[src/verilog/cdfs_pkg.sv]
// Constants and types shared by the class-D fault supervisor
package cdfs_pkg;

    // ------------------------------------------------------------
    // Clock and off times
    // ------------------------------------------------------------
    localparam int unsigned CDFS_CLK_KHZ     = 40000;
    localparam int unsigned CDFS_OC_OFF_MS   = 1300;
    localparam int unsigned CDFS_OT_OFF_MS   = 1300;
    localparam int unsigned CDFS_DC_OFF_MS   = 650;
    localparam int unsigned CDFS_OC_OFF_CYC  = CDFS_OC_OFF_MS * CDFS_CLK_KHZ;
    localparam int unsigned CDFS_OT_OFF_CYC  = CDFS_OT_OFF_MS * CDFS_CLK_KHZ;
    localparam int unsigned CDFS_DC_OFF_CYC  = CDFS_DC_OFF_MS * CDFS_CLK_KHZ;
    localparam int unsigned CDFS_CNT_W       = 26;

    // ------------------------------------------------------------
    // Trip points (temperature in degC, voltages in 100 mV units)
    // ------------------------------------------------------------
    localparam int unsigned CDFS_TEMP_W      = 8;
    localparam int unsigned CDFS_TEMP_TRIP_C = 150;
    localparam int unsigned CDFS_TEMP_HYST_C = 15;
    localparam int unsigned CDFS_TEMP_REL_C  = CDFS_TEMP_TRIP_C - CDFS_TEMP_HYST_C;
    localparam int unsigned CDFS_VOLT_W      = 10;
    localparam int unsigned CDFS_SUPPLY_UV   = 45;
    localparam int unsigned CDFS_SUPPLY_OV   = 270;
    localparam int unsigned CDFS_DC_TRIP_PCT = 20;

    // ------------------------------------------------------------
    // Modulation
    // ------------------------------------------------------------
    localparam int unsigned CDFS_SAMPLE_W    = 8;
    localparam int unsigned CDFS_PWM_W       = 8;
    localparam int unsigned CDFS_IDLE_PCT    = 15;

    typedef enum logic {
        CDFS_IN_PHASE,
        CDFS_SINGLE_SIDE
    } cdfs_mode_t;

endpackage : cdfs_pkg

[src/verilog/cdfs_pwm.sv]
// One bridge channel: duty computation and output switching
`timescale 1ns/1ps
module cdfs_pwm
    import cdfs_pkg::*;
#(
    parameter int unsigned SW = CDFS_SAMPLE_W,
    parameter int unsigned CW = CDFS_PWM_W
) (
    // Clock and reset
    input  wire logic                 clk,
    input  wire logic                 rst,
    // Control
    input  wire cdfs_mode_t           mode,
    input  wire logic                 enable,
    input  wire logic [CW-1:0]        count,
    input  wire logic signed [SW-1:0] sample,
    // Bridge outputs
    output logic                      pos_out,
    output logic                      neg_out,
    output logic                      out_oe
);

    localparam int PERIOD = 2 ** CW;
    localparam int HALF   = PERIOD / 2;
    localparam int IDLE   = PERIOD * int'(CDFS_IDLE_PCT) / 100;

    function automatic logic [CW:0] duty_clamp(input int v);
        if (v < 0) begin
            return '0;
        end
        if (v > PERIOD) begin
            return (CW+1)'(PERIOD);
        end
        return (CW+1)'(v);
    endfunction : duty_clamp

    logic signed [SW-1:0] samp_reg;
    logic                 pos_reg;
    logic                 neg_reg;
    logic                 oe_reg;
    int                   s_val;
    int                   mag;
    logic [CW:0]          pos_duty;
    logic [CW:0]          neg_duty;
    logic [CW:0]          big_duty;
    logic [CW:0]          small_duty;

    // ------------------------------------------------------------
    // Duty selection
    // ------------------------------------------------------------
    assign s_val      = int'(samp_reg);
    assign mag        = (s_val < 0) ? -s_val : s_val;
    assign big_duty   = duty_clamp(IDLE + mag);
    assign small_duty = duty_clamp(IDLE - mag);
    assign pos_duty   = (mode == CDFS_IN_PHASE) ? duty_clamp(HALF + s_val)
                      : (s_val >= 0) ? big_duty : small_duty;
    assign neg_duty   = (mode == CDFS_IN_PHASE) ? duty_clamp(HALF - s_val)
                      : (s_val >= 0) ? small_duty : big_duty;

    // ------------------------------------------------------------
    // Output stage, sample taken once per period
    // ------------------------------------------------------------
    always_ff @(posedge clk) begin
        if (rst) begin
            samp_reg <= '0;
            pos_reg  <= 1'b0;
            neg_reg  <= 1'b0;
            oe_reg   <= 1'b0;
        end else begin
            if (count == '0) begin
                samp_reg <= sample;
            end
            pos_reg <= enable && ({1'b0, count} < pos_duty);
            neg_reg <= enable && ({1'b0, count} < neg_duty);
            oe_reg  <= enable;
        end
    end

    assign pos_out = pos_reg;
    assign neg_out = neg_reg;
    assign out_oe  = oe_reg;
endmodule : cdfs_pwm

[src/verilog/cdfs_top.sv]
// Class-D fault supervisor: protection, auto-retry and bridge modulation
//
// Operation
// - Over-current: fault low, outputs high impedance
// - Over-current off 1.3 s, then auto re-enable
// - Above 150 degC: shutdown, fault low, 15 degC hysteresis
// - Thermal retry after 1.3 s only when cool
// - DC above 20% supply: shutdown, fault low
// - DC retry after 0.65 s when DC gone
// - Supply below 4.5 V: fault high, self-clearing
// - Supply above 27 V: fault high, self-clearing
// - In-phase mode: outputs switch together when idle
// - In-phase positive: positive duty above half
// - In-phase negative: negative duty above half
// - Single-side idle: both outputs near 15 percent
// - Single-side signal at or beyond the idle level: one output rails, other modulates
`timescale 1ns/1ps
module cdfs_top
    import cdfs_pkg::*;
#(
    parameter int unsigned OC_OFF_CYC = CDFS_OC_OFF_CYC,
    parameter int unsigned OT_OFF_CYC = CDFS_OT_OFF_CYC,
    parameter int unsigned DC_OFF_CYC = CDFS_DC_OFF_CYC,
    parameter int unsigned CNT_W      = CDFS_CNT_W,
    parameter int unsigned SW         = CDFS_SAMPLE_W,
    parameter int unsigned CW         = CDFS_PWM_W
) (
    // Clock and reset
    input  wire logic                   clk,
    input  wire logic                   rst,
    // Asynchronous over-current detector and mode pins
    input  wire logic                   over_current_pin,
    input  wire logic                   single_side_switching_mode,
    // Sensor codes on this clock
    input  wire logic [CDFS_TEMP_W-1:0] die_temp_c,
    input  wire logic [CDFS_VOLT_W-1:0] power_stage_supply,
    input  wire logic [CDFS_VOLT_W-1:0] dc_level_left,
    input  wire logic [CDFS_VOLT_W-1:0] dc_level_right,
    // Audio samples on this clock
    input  wire logic signed [SW-1:0]   sample_left,
    input  wire logic signed [SW-1:0]   sample_right,
    // Bridge outputs
    output logic [1:0]                  positive_bridge_output,
    output logic [1:0]                  negative_bridge_output,
    output logic [1:0]                  bridge_oe,
    // Fault reporting
    output logic                        fault_indicator,
    output logic                        fault_active
);

    localparam logic [CNT_W-1:0] OC_LOAD = CNT_W'(OC_OFF_CYC - 1);
    localparam logic [CNT_W-1:0] OT_LOAD = CNT_W'(OT_OFF_CYC - 1);
    localparam logic [CNT_W-1:0] DC_LOAD = CNT_W'(DC_OFF_CYC - 1);

    // ------------------------------------------------------------
    // Helpers
    // ------------------------------------------------------------
    function automatic logic dc_over(input logic [CDFS_VOLT_W-1:0] lvl,
                                     input logic [CDFS_VOLT_W-1:0] sup);
        logic [17:0] lhs;
        logic [17:0] rhs;
        lhs = 18'(lvl) * 18'd100;
        rhs = 18'(sup) * 18'(CDFS_DC_TRIP_PCT);
        return lhs > rhs;
    endfunction : dc_over

    // Returns {shut, count}: trip loads the off time when not shut or at expiry, expiry releases when allowed
    function automatic logic [CNT_W:0] timer_step(input logic             trip,
                                                  input logic             ok,
                                                  input logic             shut,
                                                  input logic [CNT_W-1:0] cnt,
                                                  input logic [CNT_W-1:0] load);
        logic expire;
        expire = shut && (cnt == '0);
        if ((trip && (!shut || expire)) || (expire && !ok)) begin
            return {1'b1, load};
        end
        if (expire) begin
            return {1'b0, cnt};
        end
        if (shut) begin
            return {1'b1, cnt - 1'b1};
        end
        return {1'b0, cnt};
    endfunction : timer_step

    // ------------------------------------------------------------
    // Pin synchronisers
    // ------------------------------------------------------------
    logic oc_meta_reg;
    logic oc_sync_reg;
    logic mode_meta_reg;
    logic mode_sync_reg;

    always_ff @(posedge clk) begin
        if (rst) begin
            oc_meta_reg   <= 1'b0;
            oc_sync_reg   <= 1'b0;
            mode_meta_reg <= 1'b0;
            mode_sync_reg <= 1'b0;
        end else begin
            oc_meta_reg   <= over_current_pin;
            oc_sync_reg   <= oc_meta_reg;
            mode_meta_reg <= single_side_switching_mode;
            mode_sync_reg <= mode_meta_reg;
        end
    end

    // ------------------------------------------------------------
    // Condition detection
    // ------------------------------------------------------------
    logic hot_reg;
    logic hot_next;
    logic dc_any;
    logic uv_det;
    logic ov_det;

    assign hot_next = (die_temp_c > CDFS_TEMP_W'(CDFS_TEMP_TRIP_C))
                   || (hot_reg && die_temp_c >= CDFS_TEMP_W'(CDFS_TEMP_REL_C));
    assign dc_any   = dc_over(dc_level_left, power_stage_supply)
                   || dc_over(dc_level_right, power_stage_supply);
    assign uv_det   = power_stage_supply < CDFS_VOLT_W'(CDFS_SUPPLY_UV);
    assign ov_det   = power_stage_supply > CDFS_VOLT_W'(CDFS_SUPPLY_OV);

    // ------------------------------------------------------------
    // Shutdown timers
    // ------------------------------------------------------------
    logic             oc_shut_reg;
    logic             ot_shut_reg;
    logic             dc_shut_reg;
    logic [CNT_W-1:0] oc_cnt_reg;
    logic [CNT_W-1:0] ot_cnt_reg;
    logic [CNT_W-1:0] dc_cnt_reg;
    logic [CNT_W:0]   oc_next;
    logic [CNT_W:0]   ot_next;
    logic [CNT_W:0]   dc_next;
    logic             latched_next;
    logic             ok_next;

    assign oc_next = timer_step(oc_sync_reg, 1'b1, oc_shut_reg,
                                oc_cnt_reg, OC_LOAD);
    assign ot_next = timer_step(hot_next && !hot_reg, !hot_next,
                                ot_shut_reg, ot_cnt_reg, OT_LOAD);
    assign dc_next = timer_step(dc_any, !dc_any, dc_shut_reg,
                                dc_cnt_reg, DC_LOAD);

    assign latched_next = oc_next[CNT_W] || ot_next[CNT_W] || dc_next[CNT_W];
    assign ok_next      = !latched_next && !uv_det && !ov_det;

    // ------------------------------------------------------------
    // State and fault outputs
    // ------------------------------------------------------------
    logic oe_reg;
    logic fault_reg;
    logic active_reg;

    always_ff @(posedge clk) begin
        if (rst) begin
            hot_reg     <= 1'b0;
            oc_shut_reg <= 1'b0;
            ot_shut_reg <= 1'b0;
            dc_shut_reg <= 1'b0;
            oc_cnt_reg  <= '0;
            ot_cnt_reg  <= '0;
            dc_cnt_reg  <= '0;
            oe_reg      <= 1'b0;
            fault_reg   <= 1'b1;
            active_reg  <= 1'b0;
        end else begin
            hot_reg     <= hot_next;
            oc_shut_reg <= oc_next[CNT_W];
            ot_shut_reg <= ot_next[CNT_W];
            dc_shut_reg <= dc_next[CNT_W];
            oc_cnt_reg  <= oc_next[CNT_W-1:0];
            ot_cnt_reg  <= ot_next[CNT_W-1:0];
            dc_cnt_reg  <= dc_next[CNT_W-1:0];
            oe_reg      <= ok_next;
            fault_reg   <= !latched_next;
            active_reg  <= !ok_next;
        end
    end

    assign fault_indicator = fault_reg;
    assign fault_active    = active_reg;

    // ------------------------------------------------------------
    // Modulation
    // ------------------------------------------------------------
    logic [CW-1:0] pwm_cnt_reg;
    cdfs_mode_t    mode_sel;

    assign mode_sel = mode_sync_reg ? CDFS_SINGLE_SIDE : CDFS_IN_PHASE;

    always_ff @(posedge clk) begin
        if (rst) begin
            pwm_cnt_reg <= '0;
        end else begin
            pwm_cnt_reg <= pwm_cnt_reg + 1'b1;
        end
    end

    cdfs_pwm #(
        .SW (SW),
        .CW (CW)
    ) u_left (
        .clk     (clk),
        .rst     (rst),
        .mode    (mode_sel),
        .enable  (oe_reg),
        .count   (pwm_cnt_reg),
        .sample  (sample_left),
        .pos_out (positive_bridge_output[0]),
        .neg_out (negative_bridge_output[0]),
        .out_oe  (bridge_oe[0])
    );

    cdfs_pwm #(
        .SW (SW),
        .CW (CW)
    ) u_right (
        .clk     (clk),
        .rst     (rst),
        .mode    (mode_sel),
        .enable  (oe_reg),
        .count   (pwm_cnt_reg),
        .sample  (sample_right),
        .pos_out (positive_bridge_output[1]),
        .neg_out (negative_bridge_output[1]),
        .out_oe  (bridge_oe[1])
    );
endmodule : cdfs_top

[config.mk]
export PLATFORM = sky130hd
export DESIGN_NAME = cdfs_top
export DESIGN_NICKNAME = d
export VERILOG_FILES = /design/src/verilog/cdfs_pkg.sv /design/src/verilog/cdfs_pwm.sv /design/src/verilog/cdfs_top.sv
export SDC_FILE = /design/constraint.sdc
export NUM_CORES = 1
export LEC_CHECK = 0
export BUFFER_PORTS_ARGS = -buffer_cell sky130_fd_sc_hd__buf_2
export CAP_MARGIN = 20
export CELL_PAD_IN_SITES_DETAIL_PLACEMENT = 2
export CELL_PAD_IN_SITES_GLOBAL_PLACEMENT = 2
export CORE_MARGIN = 1.5
export CORE_UTILIZATION = 35
export CTS_CLUSTER_DIAMETER = 50
export DETAILED_ROUTE_END_ITERATION = 8
export PLACE_DENSITY_LB_ADDON = 0.1
export REMOVE_ABC_BUFFERS = 1
export SYNTH_ARGS = -nofsm -noshare
export SYNTH_HDL_FRONTEND = slang
export SYNTH_HIERARCHICAL = 1
export SYNTH_SLANG_ARGS = --single-unit
export TNS_END_PERCENT = 20
[constraint.sdc]
create_clock -name clk -period 4.8 [get_ports clk]
set_clock_uncertainty 0.15 [all_clocks]
set_input_delay 0.24 -clock clk [delete_from_list [all_inputs] [get_ports clk]]
set_output_delay 0.24 -clock clk [all_outputs]
set_load 0.01 [all_outputs]
==> results.yml <==
placement:
  dp_hpwl_um: 27800
  placed_cells_incl_taps: 1874
  portBuffers: 65
  gpl.final_weighted_congestion: 0.806
sta:
  count_of_endpoints_failing_hold_in_the_final_timing_report: 0
  drv_slew: 0
  finalWorstPathRequiredPeriod_ns: 4.63
  timing_worst_slew_pin_value_ns: 0.822
  final.hold.worst_slack_ns: 0.150
  layout_worst_path_cycle_share_pct: 96.5
  worst_slew_margin_rel_pct: 44.7
  setup_violations: 0
  timing.fmax_mhz: 216
synthesis:
  async_reset_ff_share_pct: 0
  yosys.cell_types.count: 84
  synth_cells: 1367
  yosysWarnings: 6
  synth.cell_area_sq_um: 11200
  yosys_most_used_dff: "dfxtp_1"
  ys_seq_elements: 119
  post_synth.cell_area_avg_sq_um: 8.17
  synth_seq_area_share_pct: 21.3
  synth_enable_flop_cells: 0
setup_path:
  worst_setup_path_startpoint: "dc_level_left[4]"
  end_kind: "register"
  worst_ep_arrival_time_ns: 4.75
  crit_type: "in -> reg"
  timing.critical_path.from_type: "input port"
  cp_data_required_time_ns: 4.92
  path_max_fanout: 7
  worst_setup_path_endpoint: "dc_cnt_reg[23]$_SDFFE_PP0P_"
  worst_r2r_endpoint: "u_left/pos_out$_SDFF_PP0_"
  rr_startpoint: "u_left/samp_reg[0]$_SDFFE_PP0N_"
  timing.reg2reg.worst_path_depth: 15
  ff2ff_setup_slack_ns: 0.36
clocking:
  cts_tree: "built"
  root_buffer: "clkbuf_16"
  clkTransAtPathRegs_ns: 0.07
  clk_latency_ns: 0.43
  cts_max_path_bufs: 2
  cts_max_level: 4
  cts_buffers: 17
  cts.sinks: 119
final_layout:
  num-fill-cells: 3527
  num_antenna_cells: 0
  drive_above_1_share_pct: 17.9
  layout.cells.non_filler: 1930
  finish.net_count: 1745
  layout.core_utilization_pct: 42.9
  area_growth_pct: 21.0
grt:
  grt_resource_usage_total_pct: 22.7
  grt_pass1_wl_um: 61300
  grt_max_degree: 61
  first_global_vias: 12000
  globalRouteOverflowTotal: 0
  grt_antenna_before_repair: 0
floorplan:
  total_core_area_sq_um: 31500
  row_count: 65
  dieArea_sq_um: 33000
  die_h_um: 182
  initial_utilization_pct: 35.5
  io_pins: 66
  die_x_extent_um: 182
pwr:
  netSwitchingPower_mw: 1.92
  cellInternalPower_mw: 2.86
  power_density_nw_per_um2: 354
  part_of_the_total_power_dissipated_in_combinational_logic_pct: 47.0
  share_seq_of_total_power_pct: 25.0
  vdd_drop_max_mv: 0.151
  power_leakage_nw: 5.82
  swShare_pct: 40.2
  clockPowerShare_pct: 28.0
route:
  dr.first_iter.drc_count: 389
  final_antenna_net_count: 0
  wl_um: 37300
  number_of_remaining_drc_errors: 0
  first_pass_iters: 5
  drt-wirelength-per-cell_um: 19.3
  routed-via-count: 11000
  route.detailed.vias_per_inst: 5.72
worst_hold_path:
  hold_removal_path_class: "in -> reg"
job:
  drv.max_cap_violation_count: 0
run_status:
  outcome: "completed"
==> cells in the mapped netlist, types with 6 or more instances <==
library cell	number	share of area [%]
a211o_1	6	0.47
fa_1	11	2.0
a31oi_1	17	0.95
or2_2	8	0.45
buf_2	9	0.40
or4_1	15	1.0
nor3_1	57	2.6
o21a_1	8	0.54
buf_1	6	0.20
and3_1	9	0.50
nor2b_1	23	1.3
a21o_1	17	1.1
inv_1	80	2.7
nand2b_1	23	1.3
nor4_1	32	1.8
nand4_1	11	0.62
o211a_1	8	0.72
nand2_1	60	2.0
o211ai_1	13	0.87
o21ai_1	13	0.58
ha_1	161	18
xor2_1	18	1.4
a311oi_1	8	0.63
a21oi_1	87	3.9
mux2i_1	19	1.7
or3_1	31	1.7
and2_1	10	0.56
o22ai_1	10	0.56
xnor2_1	54	4.2
nand3_1	42	1.9
o21ai_0	46	2.1
clkbuf_1	34	1.1
dfxtp_1	119	21
a211oi_1	28	1.9
o31ai_1	16	1.1
a22oi_1	6	0.40
nor2_1	128	4.3
==> cell usage in the layout (no fill, tap or decap), types with 11 or more instances in the layout <==
master,count
mux2i_1,19
xor2_1,18
nor4_1,29
buf_4,100
or4_1,15
nand2b_1,23
nor2b_1,23
o21ai_0,43
nor2_1,127
nand3_1,41
nand4_1,11
o21ai_1,16
buf_2,61
o211ai_1,13
dlygate4sd3_1,20
or3_1,30
o31ai_1,14
ha_1,153
xnor2_1,54
nand2_1,60
a31oi_1,17
clkbuf_16,17
a21o_1,17
a211oi_1,28
nor3_1,56
a21oi_1,83
dfxtp_1,118
inv_1,78
==> per-layer routing <==
layer	track usage (%)	share of wire, %	vias up
met1	28.4	46	5501
met4	5.73	1.6	0
met3	2.15	1.7	38
met2	41.6	50	107
met5	0	0	-
li1	-	-	5396
==> worst max-delay path, stage by stage <==
cell and delay (ns):
buf_4 0.14, ha_4 0.23, ha_1 0.27, inv_1 0.06, fa_1 0.50, inv_1 0.07, ha_4 0.24, and3_1 0.18
a221o_1 0.36, buf_4 0.15, nor2_1 0.11, xnor2_1 0.10, ha_1 0.30, nand4_1 0.15, nor4_2 0.28, o21bai_1 0.14
a31oi_1 0.07, or4b_4 0.51, buf_6 0.14, o31ai_2 0.20, buf_4 0.21, a211oi_1 0.09
==> power groups by stage <==
stage,logic [mW],clock network [mW],registers (mW)
floorplan,1.36,0,1.18
global placement,2.02,0,1.21
detailed placement,2.11,0,1.21
CTS,2.16,1.37,1.19
global route,2.51,1.41,1.21
finish,2.25,1.34,1.20
==> through the flow <==
stage / total power [mW] / area, sq um / TNS [ns] / setup WS [ns]
2_1_floorplan: 2.55 / 10900 / -3.27 / -0.209
3_3_place_gp: 3.23 / 12500 / -9.70 / -0.526
3_5_place_dp: 3.33 / 12500 / -12.65 / -0.683
4_1_cts: 4.73 / 13300 / 0 / 0.0221
5_1_grt: 5.14 / 13500 / -0.881 / -0.0854
6_report: 4.78 / 13500 / 0 / 0.169
==> cell families (layout without fill, tap and decap cells) <==
kind of cell	count (synthesis)	count (layout)	synth area share, %
fa+ha+maj	172	172	20.0
xor+xnor	74	74	5.94
compound gates	353	353	22.2
mux	24	24	2.21
flops	119	119	21.3
simple gates	486	486	23.2
buf+inv	139	300	5.11
==> worst min-delay path by stage <==
| stage | end | cells after the start | slack, ns | start |
|---|---|---|---|---|
| 2_1_floorplan | pwm_cnt_reg[0]$_SDFF_PP0_ | 1 | 0.16 | rst |
| 3_3_place_gp | mode_sync_reg$_SDFF_PP0_ | 1 | 0.27 | mode_meta_reg$_SDFF_PP0_ |
| 3_5_place_dp | mode_sync_reg$_SDFF_PP0_ | 1 | 0.30 | mode_meta_reg$_SDFF_PP0_ |
| 5_1_grt | u_left/samp_reg[6]$_SDFFE_PP0N_ | 2 | 0.18 | rst |
| 4_1_cts | oe_reg$_SDFF_PP0_ | 4 | 0.15 | power_stage_supply[9] |
| 6_report | u_left/samp_reg[6]$_SDFFE_PP0N_ | 2 | 0.15 | rst |
==> area by class of cell <==
class	instances	area (sq um)	share of cell area, %
timing repair buffer	184	1290	9.52
sequential	119	2380	17.7
tap	402	503	3.72
clock inverter	14	165	1.22
multi-input combinational	1109	8410	62.3
inverter	84	315	2.33
clock buffer	18	439	3.25
==> timing repair <==
action                                  4_1_cts  5_1_grt
pin swaps                                     3       16
gates cloned                                  0        0
endpoints found under the setup margin       22       23
buffers inserted                              0        4
hold endpoints to repair                     19        0
hold buffers                                 20        0
gates resized for setup                       7       32
Power figures use the tool's default switching activity.
